[src/pkg/eerc_params.svh]
// constants for the exception entry and return controller
`ifndef EERC_PARAMS_SVH
`define EERC_PARAMS_SVH
`define EERC_NIRQ 8
`define EERC_NEXC 11
`define EERC_KEYW 7
`define EERC_SELW 12
`define EERC_FRAME_BYTES 32'h00000020
`define EERC_PAD_BYTES 32'h00000004
`define EERC_WORD_BYTES 32'h00000004
`define EERC_PC_WORD 3'h6
`define EERC_PSR_WORD 3'h7
`define EERC_PAD_BIT 9
`define EERC_OFS_CTRL 6'h00
`define EERC_OFS_PRIO 6'h01
`define EERC_OFS_PEND 6'h02
`define EERC_OFS_STAT 6'h03
`define EERC_OFS_TOKEN 6'h04
`define EERC_CTRL_SPLIT_LSB 0
`define EERC_CTRL_ALIGN 4
`define EERC_CTRL_PMASK 8
`define EERC_CTRL_FMASK 9
`define EERC_CTRL_BASE_PRIORITY_LIMIT_LSB 16
`define EERC_CTRL_IMPL 32'h00070313
`define EERC_CTRL_RST 32'h00000010
`define EERC_PRIO_IMPL 32'h07ffffff
`define EERC_STAT_THREAD 16
`define EERC_STAT_ST_LSB 20
`define EERC_STAT_CUR_LSB 24
`define EERC_TOK_HIGH 28'hfffffff
`define EERC_TOK_HANDLER 4'h1
`define EERC_TOK_THR_MAIN 4'h9
`define EERC_TOK_THR_PROC 4'hd
`define EERC_RANK_HF 4'h1
`define EERC_RANK_CFG 4'h2
`define EERC_RANK_THREAD 4'ha
`define EERC_VTAB_BASE 32'h00000000
`define EERC_VEC_NMI 8'h02
`define EERC_VEC_HF 8'h03
`define EERC_VEC_FAULT 8'h06
`define EERC_VEC_IRQ_OFS 8'h0d
`endif

[src/pkg/eerc_pkg.sv]
// types for the exception entry and return controller
`include "eerc_params.svh"
package eerc_pkg;
  typedef enum logic [2:0] {ST_RUN, ST_STACK, ST_VEC, ST_START, ST_UNSTACK} eerc_state_t;
  typedef struct packed {
    eerc_state_t st;
    logic [31:0] ctrl, prio, tok, retpc, base, maddr, wdata;
    logic [31:0] vaddr, haddr, spdata, pcdata, dat;
    logic [`EERC_NEXC-1:0] pend, act;
    logic [`EERC_NIRQ-1:0] is1, is2, is3;
    logic ns1, ns2, ns3, thread, spsel, memreq, memwe;
    logic vreq, vagain, vdone, branch, lrwe, spwe, pcld, ack;
    logic [3:0] cur;
    logic [2:0] idx;
  } eerc_regs_t;
endpackage

[src/rtl/eerc_core.sv]
// exception entry, return and priority sequencing controller
// Functional notes
// - priority splits into group and subpriority
// - preemption compares group priority only
// - ties: lower subpriority, then lower number
// - pending exception on return tail-chains, no pop
// - late higher arrival refetches vector, stacking continues
// - late arrival accepted until first handler execute
// - entry needs thread mode or higher priority
// - masked exceptions stay pending, not taken
// - fresh entry pushes eight-word frame
// - stack pointer gets aligned frame base
// - frame holds return address, restored on return
// - vector fetch runs in parallel with stacking
// - entry writes return token to link register
// - pending becomes active when handler starts
// - late arrival leaves earlier pending untouched
// - token loaded into pc in handler returns
// - token upper bits all ones
// - token f1 returns handler mode, main stack
// - token f9 thread main; all but f1, f9, fd reserved
// - token fd returns thread mode, process stack
// - return without pending pops the frame
// - bus, instruction, state, region errors raise fault
// - lower value wins; fixed ones above configurable
// - configurable priorities are three bits
//
// The register offsets and the Wishbone interface to the registers were left to the implementer.
`timescale 1ns/1ns
module eerc_core (
  input wire logic clk_i, // system clock
  input wire logic rst_i, // synchronous reset, high
  input wire logic wb_cyc_i, // bus cycle
  input wire logic wb_stb_i, // bus strobe
  input wire logic wb_we_i, // bus write
  input wire logic [7:0] wb_adr_i, // byte address
  input wire logic [3:0] wb_sel_i, // byte enables
  input wire logic [31:0] wb_dat_i, // write data
  output logic [31:0] wb_dat_o, // read data
  output logic wb_ack_o, // bus acknowledge
  input wire logic [`EERC_NIRQ-1:0] irq_i, // interrupt pins
  input wire logic nmi_i, // non-maskable pin
  input wire logic ibus_err_i, // fetch bus error
  input wire logic dbus_err_i, // data bus error
  input wire logic undef_i, // undefined instruction
  input wire logic inv_state_i, // invalid state change
  input wire logic xn_exec_i, // non_executable_region fetch
  input wire logic prot_viol_i, // protection_unit violation
  input wire logic [31:0] next_pc_i, // next instruction address
  input wire logic [31:0] msp_i, // main_stack_pointer
  input wire logic [31:0] psp_i, // process_stack_pointer
  input wire logic use_psp_i, // thread runs on process stack
  input wire logic first_exec_i, // handler first instr executes
  input wire logic ret_i, // program_counter load of token
  input wire logic [31:0] ret_val_i, // value loaded
  output logic mem_req_o, // frame access request
  output logic mem_we_o, // frame write
  output logic [31:0] mem_addr_o, // frame word address
  output logic [2:0] mem_idx_o, // frame word index
  output logic [31:0] mem_wdata_o, // pc and pad words
  input wire logic mem_ack_i, // frame access done
  input wire logic mem_err_i, // frame access error
  input wire logic [31:0] mem_rdata_i, // frame read data
  output logic vec_req_o, // vector fetch request
  output logic [31:0] vec_addr_o, // vector address
  input wire logic vec_ack_i, // vector fetch done
  input wire logic vec_err_i, // vector bus error
  input wire logic [31:0] vec_data_i, // handler address
  output logic branch_o, // branch to handler pulse
  output logic [31:0] branch_addr_o, // handler address
  output logic lr_we_o, // link_register write pulse
  output logic [31:0] lr_data_o, // return token
  output logic sp_we_o, // stack pointer write pulse
  output logic sp_psp_o, // 1 process, 0 main
  output logic [31:0] sp_data_o, // new stack pointer
  output logic pc_load_o, // restore pc pulse
  output logic [31:0] pc_data_o, // restored return address
  output logic handler_mode_o // 1 in handler mode
);
  localparam eerc_pkg::eerc_regs_t RST = '{st: eerc_pkg::ST_RUN, thread: 1'b1,
    ctrl: `EERC_CTRL_RST, default: '0};

  // ----------------------------------------
  // priority helpers
  // ----------------------------------------
  // group rank of a configurable priority
  function automatic logic [3:0] grp(input logic [2:0] p, input logic [1:0] s);
    grp = {1'b0, p & (3'h7 << s)} + `EERC_RANK_CFG;
  endfunction

  // best of a set: lowest key, then number
  function automatic logic [`EERC_SELW-1:0] pick(
      input logic [`EERC_NEXC-1:0][`EERC_KEYW-1:0] k,
      input logic [`EERC_NEXC-1:0] m);
    logic [`EERC_SELW-1:0] b;
    b = '0;
    for (int i = 0; i < `EERC_NEXC; i++) begin
      if (m[i] && (!b[11] || k[i] < b[6:0])) begin
        b = {1'b1, 4'(i), k[i]};
      end
    end
    pick = b;
  endfunction

  // vector address of an exception
  function automatic logic [31:0] vaddr(input logic [3:0] e);
    logic [7:0] v;
    v = (e == 4'h0) ? `EERC_VEC_NMI : (e == 4'h1) ? `EERC_VEC_HF :
        (e == 4'h2) ? `EERC_VEC_FAULT : ({4'h0, e} + `EERC_VEC_IRQ_OFS);
    vaddr = `EERC_VTAB_BASE + {22'h0, v, 2'b00};
  endfunction

  eerc_pkg::eerc_regs_t r;
  eerc_pkg::eerc_regs_t n;
  logic [`EERC_NEXC-1:0][`EERC_KEYW-1:0] key;
  logic [1:0] split;
  logic [`EERC_SELW-1:0] pb, ab, ab2;
  logic [3:0] mlim, arank, arank2, lim, lim2, crank;
  logic [`EERC_NEXC-1:0] one_a, one_c, act2, setp, clrp, sw_set;
  logic take, take2, late, tok_ok, bad_tok, wb_req, entry_st;
  logic [31:0] wm, sp_cur, nxt_addr;
  logic [3:0] tok_low;

  // ----------------------------------------
  // priority keys per exception
  // ----------------------------------------
  assign split = r.ctrl[`EERC_CTRL_SPLIT_LSB +: 2];
  for (genvar g = 0; g < `EERC_NEXC; g++) begin : g_key
    if (g < 2) begin : g_fix
      assign key[g] = {4'(g), 3'h0};
    end else begin : g_cfg
      logic [2:0] p;
      assign p = r.prio[3*(g-2) +: 3];
      assign key[g] = {grp(p, split), p & ~(3'h7 << split)};
    end
  end

  // mask limit from the three masks
  always_comb begin
    mlim = `EERC_RANK_THREAD;
    if (r.ctrl[`EERC_CTRL_BASE_PRIORITY_LIMIT_LSB +: 3] != 3'h0) begin
      mlim = grp(r.ctrl[`EERC_CTRL_BASE_PRIORITY_LIMIT_LSB +: 3], split);
    end
    if (r.ctrl[`EERC_CTRL_PMASK]) begin
      mlim = `EERC_RANK_CFG;
    end
    if (r.ctrl[`EERC_CTRL_FMASK]) begin
      mlim = `EERC_RANK_HF;
    end
  end

  // best pending, running and next running
  assign pb = pick(key, r.pend);
  assign ab = pick(key, r.act);
  assign one_a = {{(`EERC_NEXC-1){1'b0}}, 1'b1} << ab[10:7];
  assign one_c = {{(`EERC_NEXC-1){1'b0}}, 1'b1} << r.cur;
  assign act2 = r.act & ~one_a;
  assign ab2 = pick(key, act2);
  assign arank = ab[11] ? ab[6:3] : `EERC_RANK_THREAD;
  assign arank2 = ab2[11] ? ab2[6:3] : `EERC_RANK_THREAD;
  assign lim = (arank < mlim) ? arank : mlim;
  assign lim2 = (arank2 < mlim) ? arank2 : mlim;
  assign crank = key[r.cur][6:3];
  // entry needs rank above limit and running
  assign take = pb[11] && (pb[6:3] < lim);
  assign take2 = pb[11] && (pb[6:3] < lim2);
  assign entry_st = (r.st == eerc_pkg::ST_STACK) || (r.st == eerc_pkg::ST_VEC) ||
                    (r.st == eerc_pkg::ST_START);
  // late window shuts at first handler execute
  assign late = entry_st && pb[11] && (pb[6:3] < mlim) && (pb[6:3] < crank) &&
                !((r.st == eerc_pkg::ST_START) && first_exec_i);

  // ----------------------------------------
  // return token decode
  // ----------------------------------------
  assign tok_low = ret_val_i[3:0];
  assign tok_ok = (ret_val_i[31:4] == `EERC_TOK_HIGH) &&
                  ((tok_low == `EERC_TOK_HANDLER) ||
                   (tok_low == `EERC_TOK_THR_MAIN) ||
                   (tok_low == `EERC_TOK_THR_PROC));
  assign bad_tok = (r.st == eerc_pkg::ST_RUN) && ret_i && !r.thread && !tok_ok;

  // ----------------------------------------
  // bus decode and pending sources
  // ----------------------------------------
  assign wb_req = wb_cyc_i && wb_stb_i && !r.ack;
  assign wm = {{8{wb_sel_i[3]}}, {8{wb_sel_i[2]}}, {8{wb_sel_i[1]}}, {8{wb_sel_i[0]}}};
  assign sw_set = (wb_req && wb_we_i && wb_adr_i[7:2] == `EERC_OFS_PEND) ?
                  (wb_dat_i[`EERC_NEXC-1:0] & wm[`EERC_NEXC-1:0]) : '0;
  // pin edges, faults and software requests
  always_comb begin
    setp = sw_set;
    setp[0] = setp[0] | (r.ns2 & ~r.ns3);
    setp[1] = setp[1] | (r.vreq & vec_ack_i & vec_err_i);
    setp[2] = setp[2] | ibus_err_i | dbus_err_i | undef_i | inv_state_i | xn_exec_i |
              prot_viol_i | bad_tok | (r.memreq & mem_ack_i & mem_err_i);
    setp[`EERC_NEXC-1:3] = setp[`EERC_NEXC-1:3] | (r.is2 & ~r.is3);
  end
  // taken exception leaves pending, unless late
  assign clrp = ((r.st == eerc_pkg::ST_START) && first_exec_i && !late) ? one_c : '0;

  // stack in use at entry
  assign sp_cur = (r.thread && use_psp_i) ? psp_i : msp_i;
  assign nxt_addr = r.maddr + `EERC_WORD_BYTES;

  // ----------------------------------------
  // next state
  // ----------------------------------------
  always_comb begin
    n = r;
    n.branch = 1'b0;
    n.lrwe = 1'b0;
    n.spwe = 1'b0;
    n.pcld = 1'b0;
    n.ack = wb_req;
    n.is1 = irq_i;
    n.is2 = r.is1;
    n.is3 = r.is2;
    n.ns1 = nmi_i;
    n.ns2 = r.ns1;
    n.ns3 = r.ns2;
    n.pend = (r.pend & ~clrp) | setp;
    // register writes with byte enables
    if (wb_req && wb_we_i) begin
      if (wb_adr_i[7:2] == `EERC_OFS_CTRL) begin
        n.ctrl = (r.ctrl & ~wm) | (wb_dat_i & wm & `EERC_CTRL_IMPL);
      end
      if (wb_adr_i[7:2] == `EERC_OFS_PRIO) begin
        n.prio = (r.prio & ~wm) | (wb_dat_i & wm & `EERC_PRIO_IMPL);
      end
    end
    // register reads, unmapped read zero
    if (wb_req) begin
      unique case (wb_adr_i[7:2])
        `EERC_OFS_CTRL: n.dat = r.ctrl;
        `EERC_OFS_PRIO: n.dat = r.prio;
        `EERC_OFS_PEND: n.dat = {21'h0, r.pend};
        `EERC_OFS_STAT: begin
          n.dat = {21'h0, r.act};
          n.dat[`EERC_STAT_THREAD] = r.thread;
          n.dat[`EERC_STAT_ST_LSB +: 3] = r.st;
          n.dat[`EERC_STAT_CUR_LSB +: 4] = r.cur;
        end
        `EERC_OFS_TOKEN: n.dat = r.tok;
        default: n.dat = 32'h0;
      endcase
    end
    // vector fetch, refetch after late arrival
    if (r.vreq && vec_ack_i) begin
      n.vagain = 1'b0;
      if (r.vagain) begin
        n.vaddr = vaddr(r.cur);
      end else begin
        n.vreq = 1'b0;
        n.vdone = 1'b1;
        n.haddr = vec_data_i;
      end
    end
    // late arrival switches target, stacking untouched
    if (late) begin
      n.cur = pb[10:7];
      n.vdone = 1'b0;
      if (r.vreq) begin
        n.vagain = 1'b1;
      end else begin
        n.vreq = 1'b1;
        n.vaddr = vaddr(pb[10:7]);
      end
    end
    unique case (r.st)
      eerc_pkg::ST_RUN: begin
        if (ret_i && !r.thread && tok_ok) begin
          n.act = act2;
          n.tok = ret_val_i;
          n.thread = ret_val_i[3];
          if (take2) begin
            n.cur = pb[10:7];
            n.vreq = 1'b1;
            n.vdone = 1'b0;
            n.vaddr = vaddr(pb[10:7]);
            n.st = eerc_pkg::ST_VEC;
          end else begin
            n.spsel = ret_val_i[2];
            n.base = ret_val_i[2] ? psp_i : msp_i;
            n.maddr = ret_val_i[2] ? psp_i : msp_i;
            n.idx = 3'h0;
            n.memreq = 1'b1;
            n.memwe = 1'b0;
            n.st = eerc_pkg::ST_UNSTACK;
          end
        end else if (take) begin
          n.cur = pb[10:7];
          n.tok = {`EERC_TOK_HIGH, !r.thread ? `EERC_TOK_HANDLER :
                   use_psp_i ? `EERC_TOK_THR_PROC : `EERC_TOK_THR_MAIN};
          n.retpc = next_pc_i;
          n.spsel = r.thread && use_psp_i;
          if (r.ctrl[`EERC_CTRL_ALIGN] && sp_cur[2]) begin
            n.base = sp_cur - `EERC_FRAME_BYTES - `EERC_PAD_BYTES;
          end else begin
            n.base = sp_cur - `EERC_FRAME_BYTES;
          end
          n.maddr = n.base;
          n.idx = 3'h0;
          n.wdata = 32'h0;
          n.memreq = 1'b1;
          n.memwe = 1'b1;
          n.vreq = 1'b1;
          n.vagain = 1'b0;
          n.vdone = 1'b0;
          n.vaddr = vaddr(pb[10:7]);
          n.st = eerc_pkg::ST_STACK;
        end
      end
      eerc_pkg::ST_STACK: begin
        if (mem_ack_i) begin
          if (r.idx == `EERC_PSR_WORD) begin
            n.memreq = 1'b0;
            n.memwe = 1'b0;
            n.spwe = 1'b1;
            n.spdata = r.base;
            n.st = eerc_pkg::ST_VEC;
          end else begin
            n.idx = r.idx + 3'h1;
            n.maddr = nxt_addr;
            n.wdata = 32'h0;
            if (r.idx + 3'h1 == `EERC_PC_WORD) begin
              n.wdata = r.retpc;
            end
            if (r.idx + 3'h1 == `EERC_PSR_WORD) begin
              n.wdata[`EERC_PAD_BIT] = (r.base != sp_cur - `EERC_FRAME_BYTES);
            end
          end
        end
      end
      eerc_pkg::ST_VEC: begin
        if (r.vdone && !r.vreq && !late) begin
          n.branch = 1'b1;
          n.lrwe = 1'b1;
          n.thread = 1'b0;
          n.st = eerc_pkg::ST_START;
        end
      end
      eerc_pkg::ST_START: begin
        if (late) begin
          n.st = eerc_pkg::ST_VEC;
        end else if (first_exec_i) begin
          n.act = r.act | one_c;
          n.st = eerc_pkg::ST_RUN;
        end
      end
      eerc_pkg::ST_UNSTACK: begin
        if (mem_ack_i) begin
          if (r.idx == `EERC_PC_WORD) begin
            n.pcdata = mem_rdata_i;
          end
          if (r.idx == `EERC_PSR_WORD) begin
            n.memreq = 1'b0;
            n.spwe = 1'b1;
            n.spdata = r.base + `EERC_FRAME_BYTES +
                       (mem_rdata_i[`EERC_PAD_BIT] ? `EERC_PAD_BYTES : 32'h0);
            n.pcld = 1'b1;
            n.st = eerc_pkg::ST_RUN;
          end else begin
            n.idx = r.idx + 3'h1;
            n.maddr = nxt_addr;
          end
        end
      end
    endcase
  end

  // ----------------------------------------
  // state register
  // ----------------------------------------
  always_ff @(posedge clk_i) begin
    if (rst_i) begin
      r <= RST;
    end else begin
      r <= n;
    end
  end

  // outputs straight from state
  assign wb_dat_o = r.dat;
  assign wb_ack_o = r.ack;
  assign mem_req_o = r.memreq;
  assign mem_we_o = r.memwe;
  assign mem_addr_o = r.maddr;
  assign mem_idx_o = r.idx;
  assign mem_wdata_o = r.wdata;
  assign vec_req_o = r.vreq;
  assign vec_addr_o = r.vaddr;
  assign branch_o = r.branch;
  assign branch_addr_o = r.haddr;
  assign lr_we_o = r.lrwe;
  assign lr_data_o = r.tok;
  assign sp_we_o = r.spwe;
  assign sp_psp_o = r.spsel;
  assign sp_data_o = r.spdata;
  assign pc_load_o = r.pcld;
  assign pc_data_o = r.pcdata;
  assign handler_mode_o = ~r.thread;
endmodule

[config.mk]
export PLATFORM = sky130hd
export DESIGN_NAME = eerc_core
export DESIGN_NICKNAME = d
export VERILOG_FILES = /design/src/pkg/eerc_pkg.sv /design/src/rtl/eerc_core.sv
export VERILOG_INCLUDE_DIRS = /design/src /design/src/pkg
export SDC_FILE = /design/constraint.sdc
export NUM_CORES = 2
export LEC_CHECK = 0
export ABC_CLOCK_PERIOD_IN_PS = 42700
export BUFFER_PORTS_ARGS = -buffer_cell sky130_fd_sc_hd__buf_4
export CORE_MARGIN = 2
export CORE_UTILIZATION = 40
export DETAILED_ROUTE_END_ITERATION = 10
export HOLD_SLACK_MARGIN = 0.12
export PLACE_DENSITY = 0.69
export SKIP_CTS_REPAIR_TIMING = 1
export SLEW_MARGIN = 15
export SYNTH_ARGS = -nofsm -noshare
export SYNTH_HDL_FRONTEND = slang
export SYNTH_SLANG_ARGS = --single-unit
[constraint.sdc]
create_clock -name clk_i -period 42.7 [get_ports clk_i]
set_clock_uncertainty 0.2 [all_clocks]
set_input_delay 10.675 -clock clk_i [delete_from_list [all_inputs] [get_ports clk_i]]
set_output_delay 10.675 -clock clk_i [all_outputs]
set_load 0.02 [all_outputs]
==> impl_metrics.ini <==
[synthesis]
yosys_warnings = 0
synthTopCellsByCount = 542 x nand2_1, 454 x dfxtp_1, 401 x a21oi_1
synth_compound_gate_area_share = 0.2189
netlist_top_cells_area = dfxtp_1 29%, ha_1 7.7%, nand2_1 6.5%
syn_inst = 4096
syn_nets = 4551
synth_top_area_frac = 0.2901
ys.flop_type = dfxtp_1
yosysTopAreaCell = dfxtp_1
synthMuxAreaShare = 0.04760
synth.most_common_cell = nand2_1
synth-seq-cells = 454
async_flop_share = 0
synthXorXnorAreaFrac = 0.03103
synth_simple_gate_area_frac = 0.2259
synth_edf_count = 0
synth_fa_ha_area_frac = 0.07667
synth_top_family_by_area = simple AND/OR/NAND/NOR gates
synth_area_sq_um = 31330
ys_seq_area_frac = 0.2901
yosys.cell_types.count = 108
synth.avg_cell_area_sq_um = 7.650

[run]
cap_violations = 0

[power]
ir_worst_vdd_mv = 0.04430
leakagePower_uw = 0.01473
p_per_area_nw_per_um2 = 44.14

[clock_network]
insertion_delay_ns = 0.64
clk_pin_slew_worst_paths_ns = 0.06
cts_num_sinks = 454
cts_buffers = 51
cts_tree = done
htreeDepth = 2
cts_root_buf = clkbuf_16
clock_path_buffers = 3

[sta]
hold_viol_final = 0
finalSetupViolations = 0
drv_slew = 0
min_period_over_period = 0.9406
worstMarginPinSlew_ns = 1.120
rsz0062_at_grt = no
relSlewSlack = 0.2532
fin_setup_tns_ns = 0
min_period_ns = 40.16
max_freq_mhz = 24.90

[floorplanning]
placeableCoreArea_sq_um = 77470
die_y_microns = 283.9
num_rows = 102
io_pins = 532
chipWidth_microns = 283.9
start_util = 0.4045
die_area_sq_um = 80590

[finish]
seq_area_sq_um = 9089
fin_util = 0.4630
drive_above_1_share = 0.1907
multi_input_area_sq_um = 18910
layout.nets = 4686
nFillCells = 7850
area_delta_synth_final_pct = 14.48

[drt]
ant_nets = 0
routed_via_density = 5.767
wl_per_cell_microns = 22.95
drcViolationCount = 0
firstDrtPassIters = 9
drt-initial-drc-count = 3180
totalWireLength_microns = 121900
num_vias = 30620

[global_routing]
antenna_found_initial = 4
track_usage = 0.2874
grt_pass1_wl_microns = 179700
grt_overflow_total = 0
grt_max_degree = 104
grt_pass1_vias = 28290

[worst_setup_path]
critical_path.endpoint_type = flop
crit_path_max_fanout = 32
crit_path_top_delay_cell = o311ai_0
worst_ep_required_time_ns = 43.01
critPathLaunchType = flop
path_common_cell = ha_1
max_stage_delay_ns = 0.62
crit_type = reg -> reg
arrival_ns = 40.47

[min_path]
hold_path.class = reg -> reg

[placement]
dp_hpwl_microns = 93700
place.gp.congestion = 1.019
port_buffers = 524

[status]
status = completed
-- through the flow --
step / total power [uW] / worst slack [ns] / instances / hold slack [ns] / instance area (sq um)
4_1_cts: 1580 / 1.822 / 5304 / 0.2400 / 35800
5_1_grt: 1660 / 0.09700 / 5310 / 0.2506 / 35870
2_1_floorplan: 956.7 / 8.790 / 4096 / 0.2138 / 31330
3_3_place_gp: 1129 / 2.002 / 5214 / 0.2176 / 34130
3_5_place_dp: 1137 / 2.004 / 5214 / 0.2264 / 34130
6_report: 1583 / 2.535 / 5310 / 0.2358 / 35870
-- area by class of cell --
cell class,instances,share of cell area
Tap cell,1040,0.03628
Antenna cell,2,0.0001395
Clock inverter,17,0.005895
Inverter,145,0.01517
Multi-Input combinational cell,3001,0.5273
Timing Repair Buffer,578,0.1212
Clock buffer,73,0.04067
Sequential cell,454,0.2534
-- layer usage --
| layer | vias up | track usage | part of all wire |
|---|---|---|---|
| li1 | 14540 | - | - |
| met1 | 14540 | 0.3710 | 0.41 |
| met2 | 1306 | 0.4689 | 0.46 |
| met3 | 232 | 0.05748 | 0.083 |
| met4 | 4 | 0.1144 | 0.042 |
| met5 | - | 0 | 0.00020 |
-- critical path, delay by kind of cell (launching register included) --
kind	cells	cell delay, ns
and+or+nand+nor	40	8.80
adders and majority gates	18	5.78
DFF	1	0.31
muxes	9	3.37
buffers and inverters	8	1.39
AOI/OAI and AO/OA	79	20.09
-- worst paths after layout --
kind | to | from | slack, ns | cells past startpoint
setup / recovery | mem_addr_o[8] | flop | 2.54 | 154
hold / removal | n[26] | n[34] | 0.24 | 1
setup reg to reg | mem_addr_o[8] | flop | 2.54 | 154
hold reg to reg | n[26] | n[34] | 0.24 | 1
-- kinds of logic (layout without fill, tap and decap cells) --
| logic type | Yosys count | in the layout |
|---|---|---|
| and+or+nand+nor | 1533 | 1533 |
| AOI/OAI and AO/OA | 1028 | 1028 |
| buffers and inverters | 641 | 813 |
| DFF | 454 | 454 |
| adders and majority gates | 192 | 192 |
| muxes | 137 | 137 |
| xor gates and xnor gates | 111 | 111 |
| other | 0 | 2 |
-- sequential cells by signal, summed over array words and instances (netlist names), named ones only --
register       flops
branch_o           1
mem_idx_o          3
vec_req_o          1
vec_addr_o        32
pc_load_o          1
mem_wdata_o       32
n                 18
mem_we_o           1
sp_we_o            1
sp_data_o         32
lr_data_o         32
wb_dat_o          32
branch_addr_o     32
pc_data_o         32
mem_req_o          1
r                134
mem_addr_o        32
sp_psp_o           1
wb_ack_o           1
-- placed cells by master, fill, tap and decap left out, types with 83 or more instances in the layout --
| master | synthesis | final |
|---|---|---|
| dfxtp_1 | 454 | 454 |
| inv_1 | 143 | 143 |
| a21oi_1 | 401 | 400 |
| nor2_1 | 394 | 387 |
| mux2i_1 | 86 | 86 |
| nand3_1 | 125 | 124 |
| ha_1 | 192 | 192 |
| nor3_1 | 84 | 83 |
| buf_4 | 260 | 577 |
| o21ai_0 | 135 | 133 |
| nand2_1 | 542 | 540 |
-- report_power, final --
| part | switching [uW] | total (uW) | internal (uW) | leakage (uW) |
|---|---|---|---|---|
| Clock | 196 | 443 | 247 | 0.000811 |
| Combinational | 378 | 582 | 204 | 0.0102 |
| Sequential | 73.7 | 558 | 484 | 0.00370 |
| Total | 648 | 1580 | 935 | 0.0147 |
No activity file was read; power rests on OpenSTA's default activity.
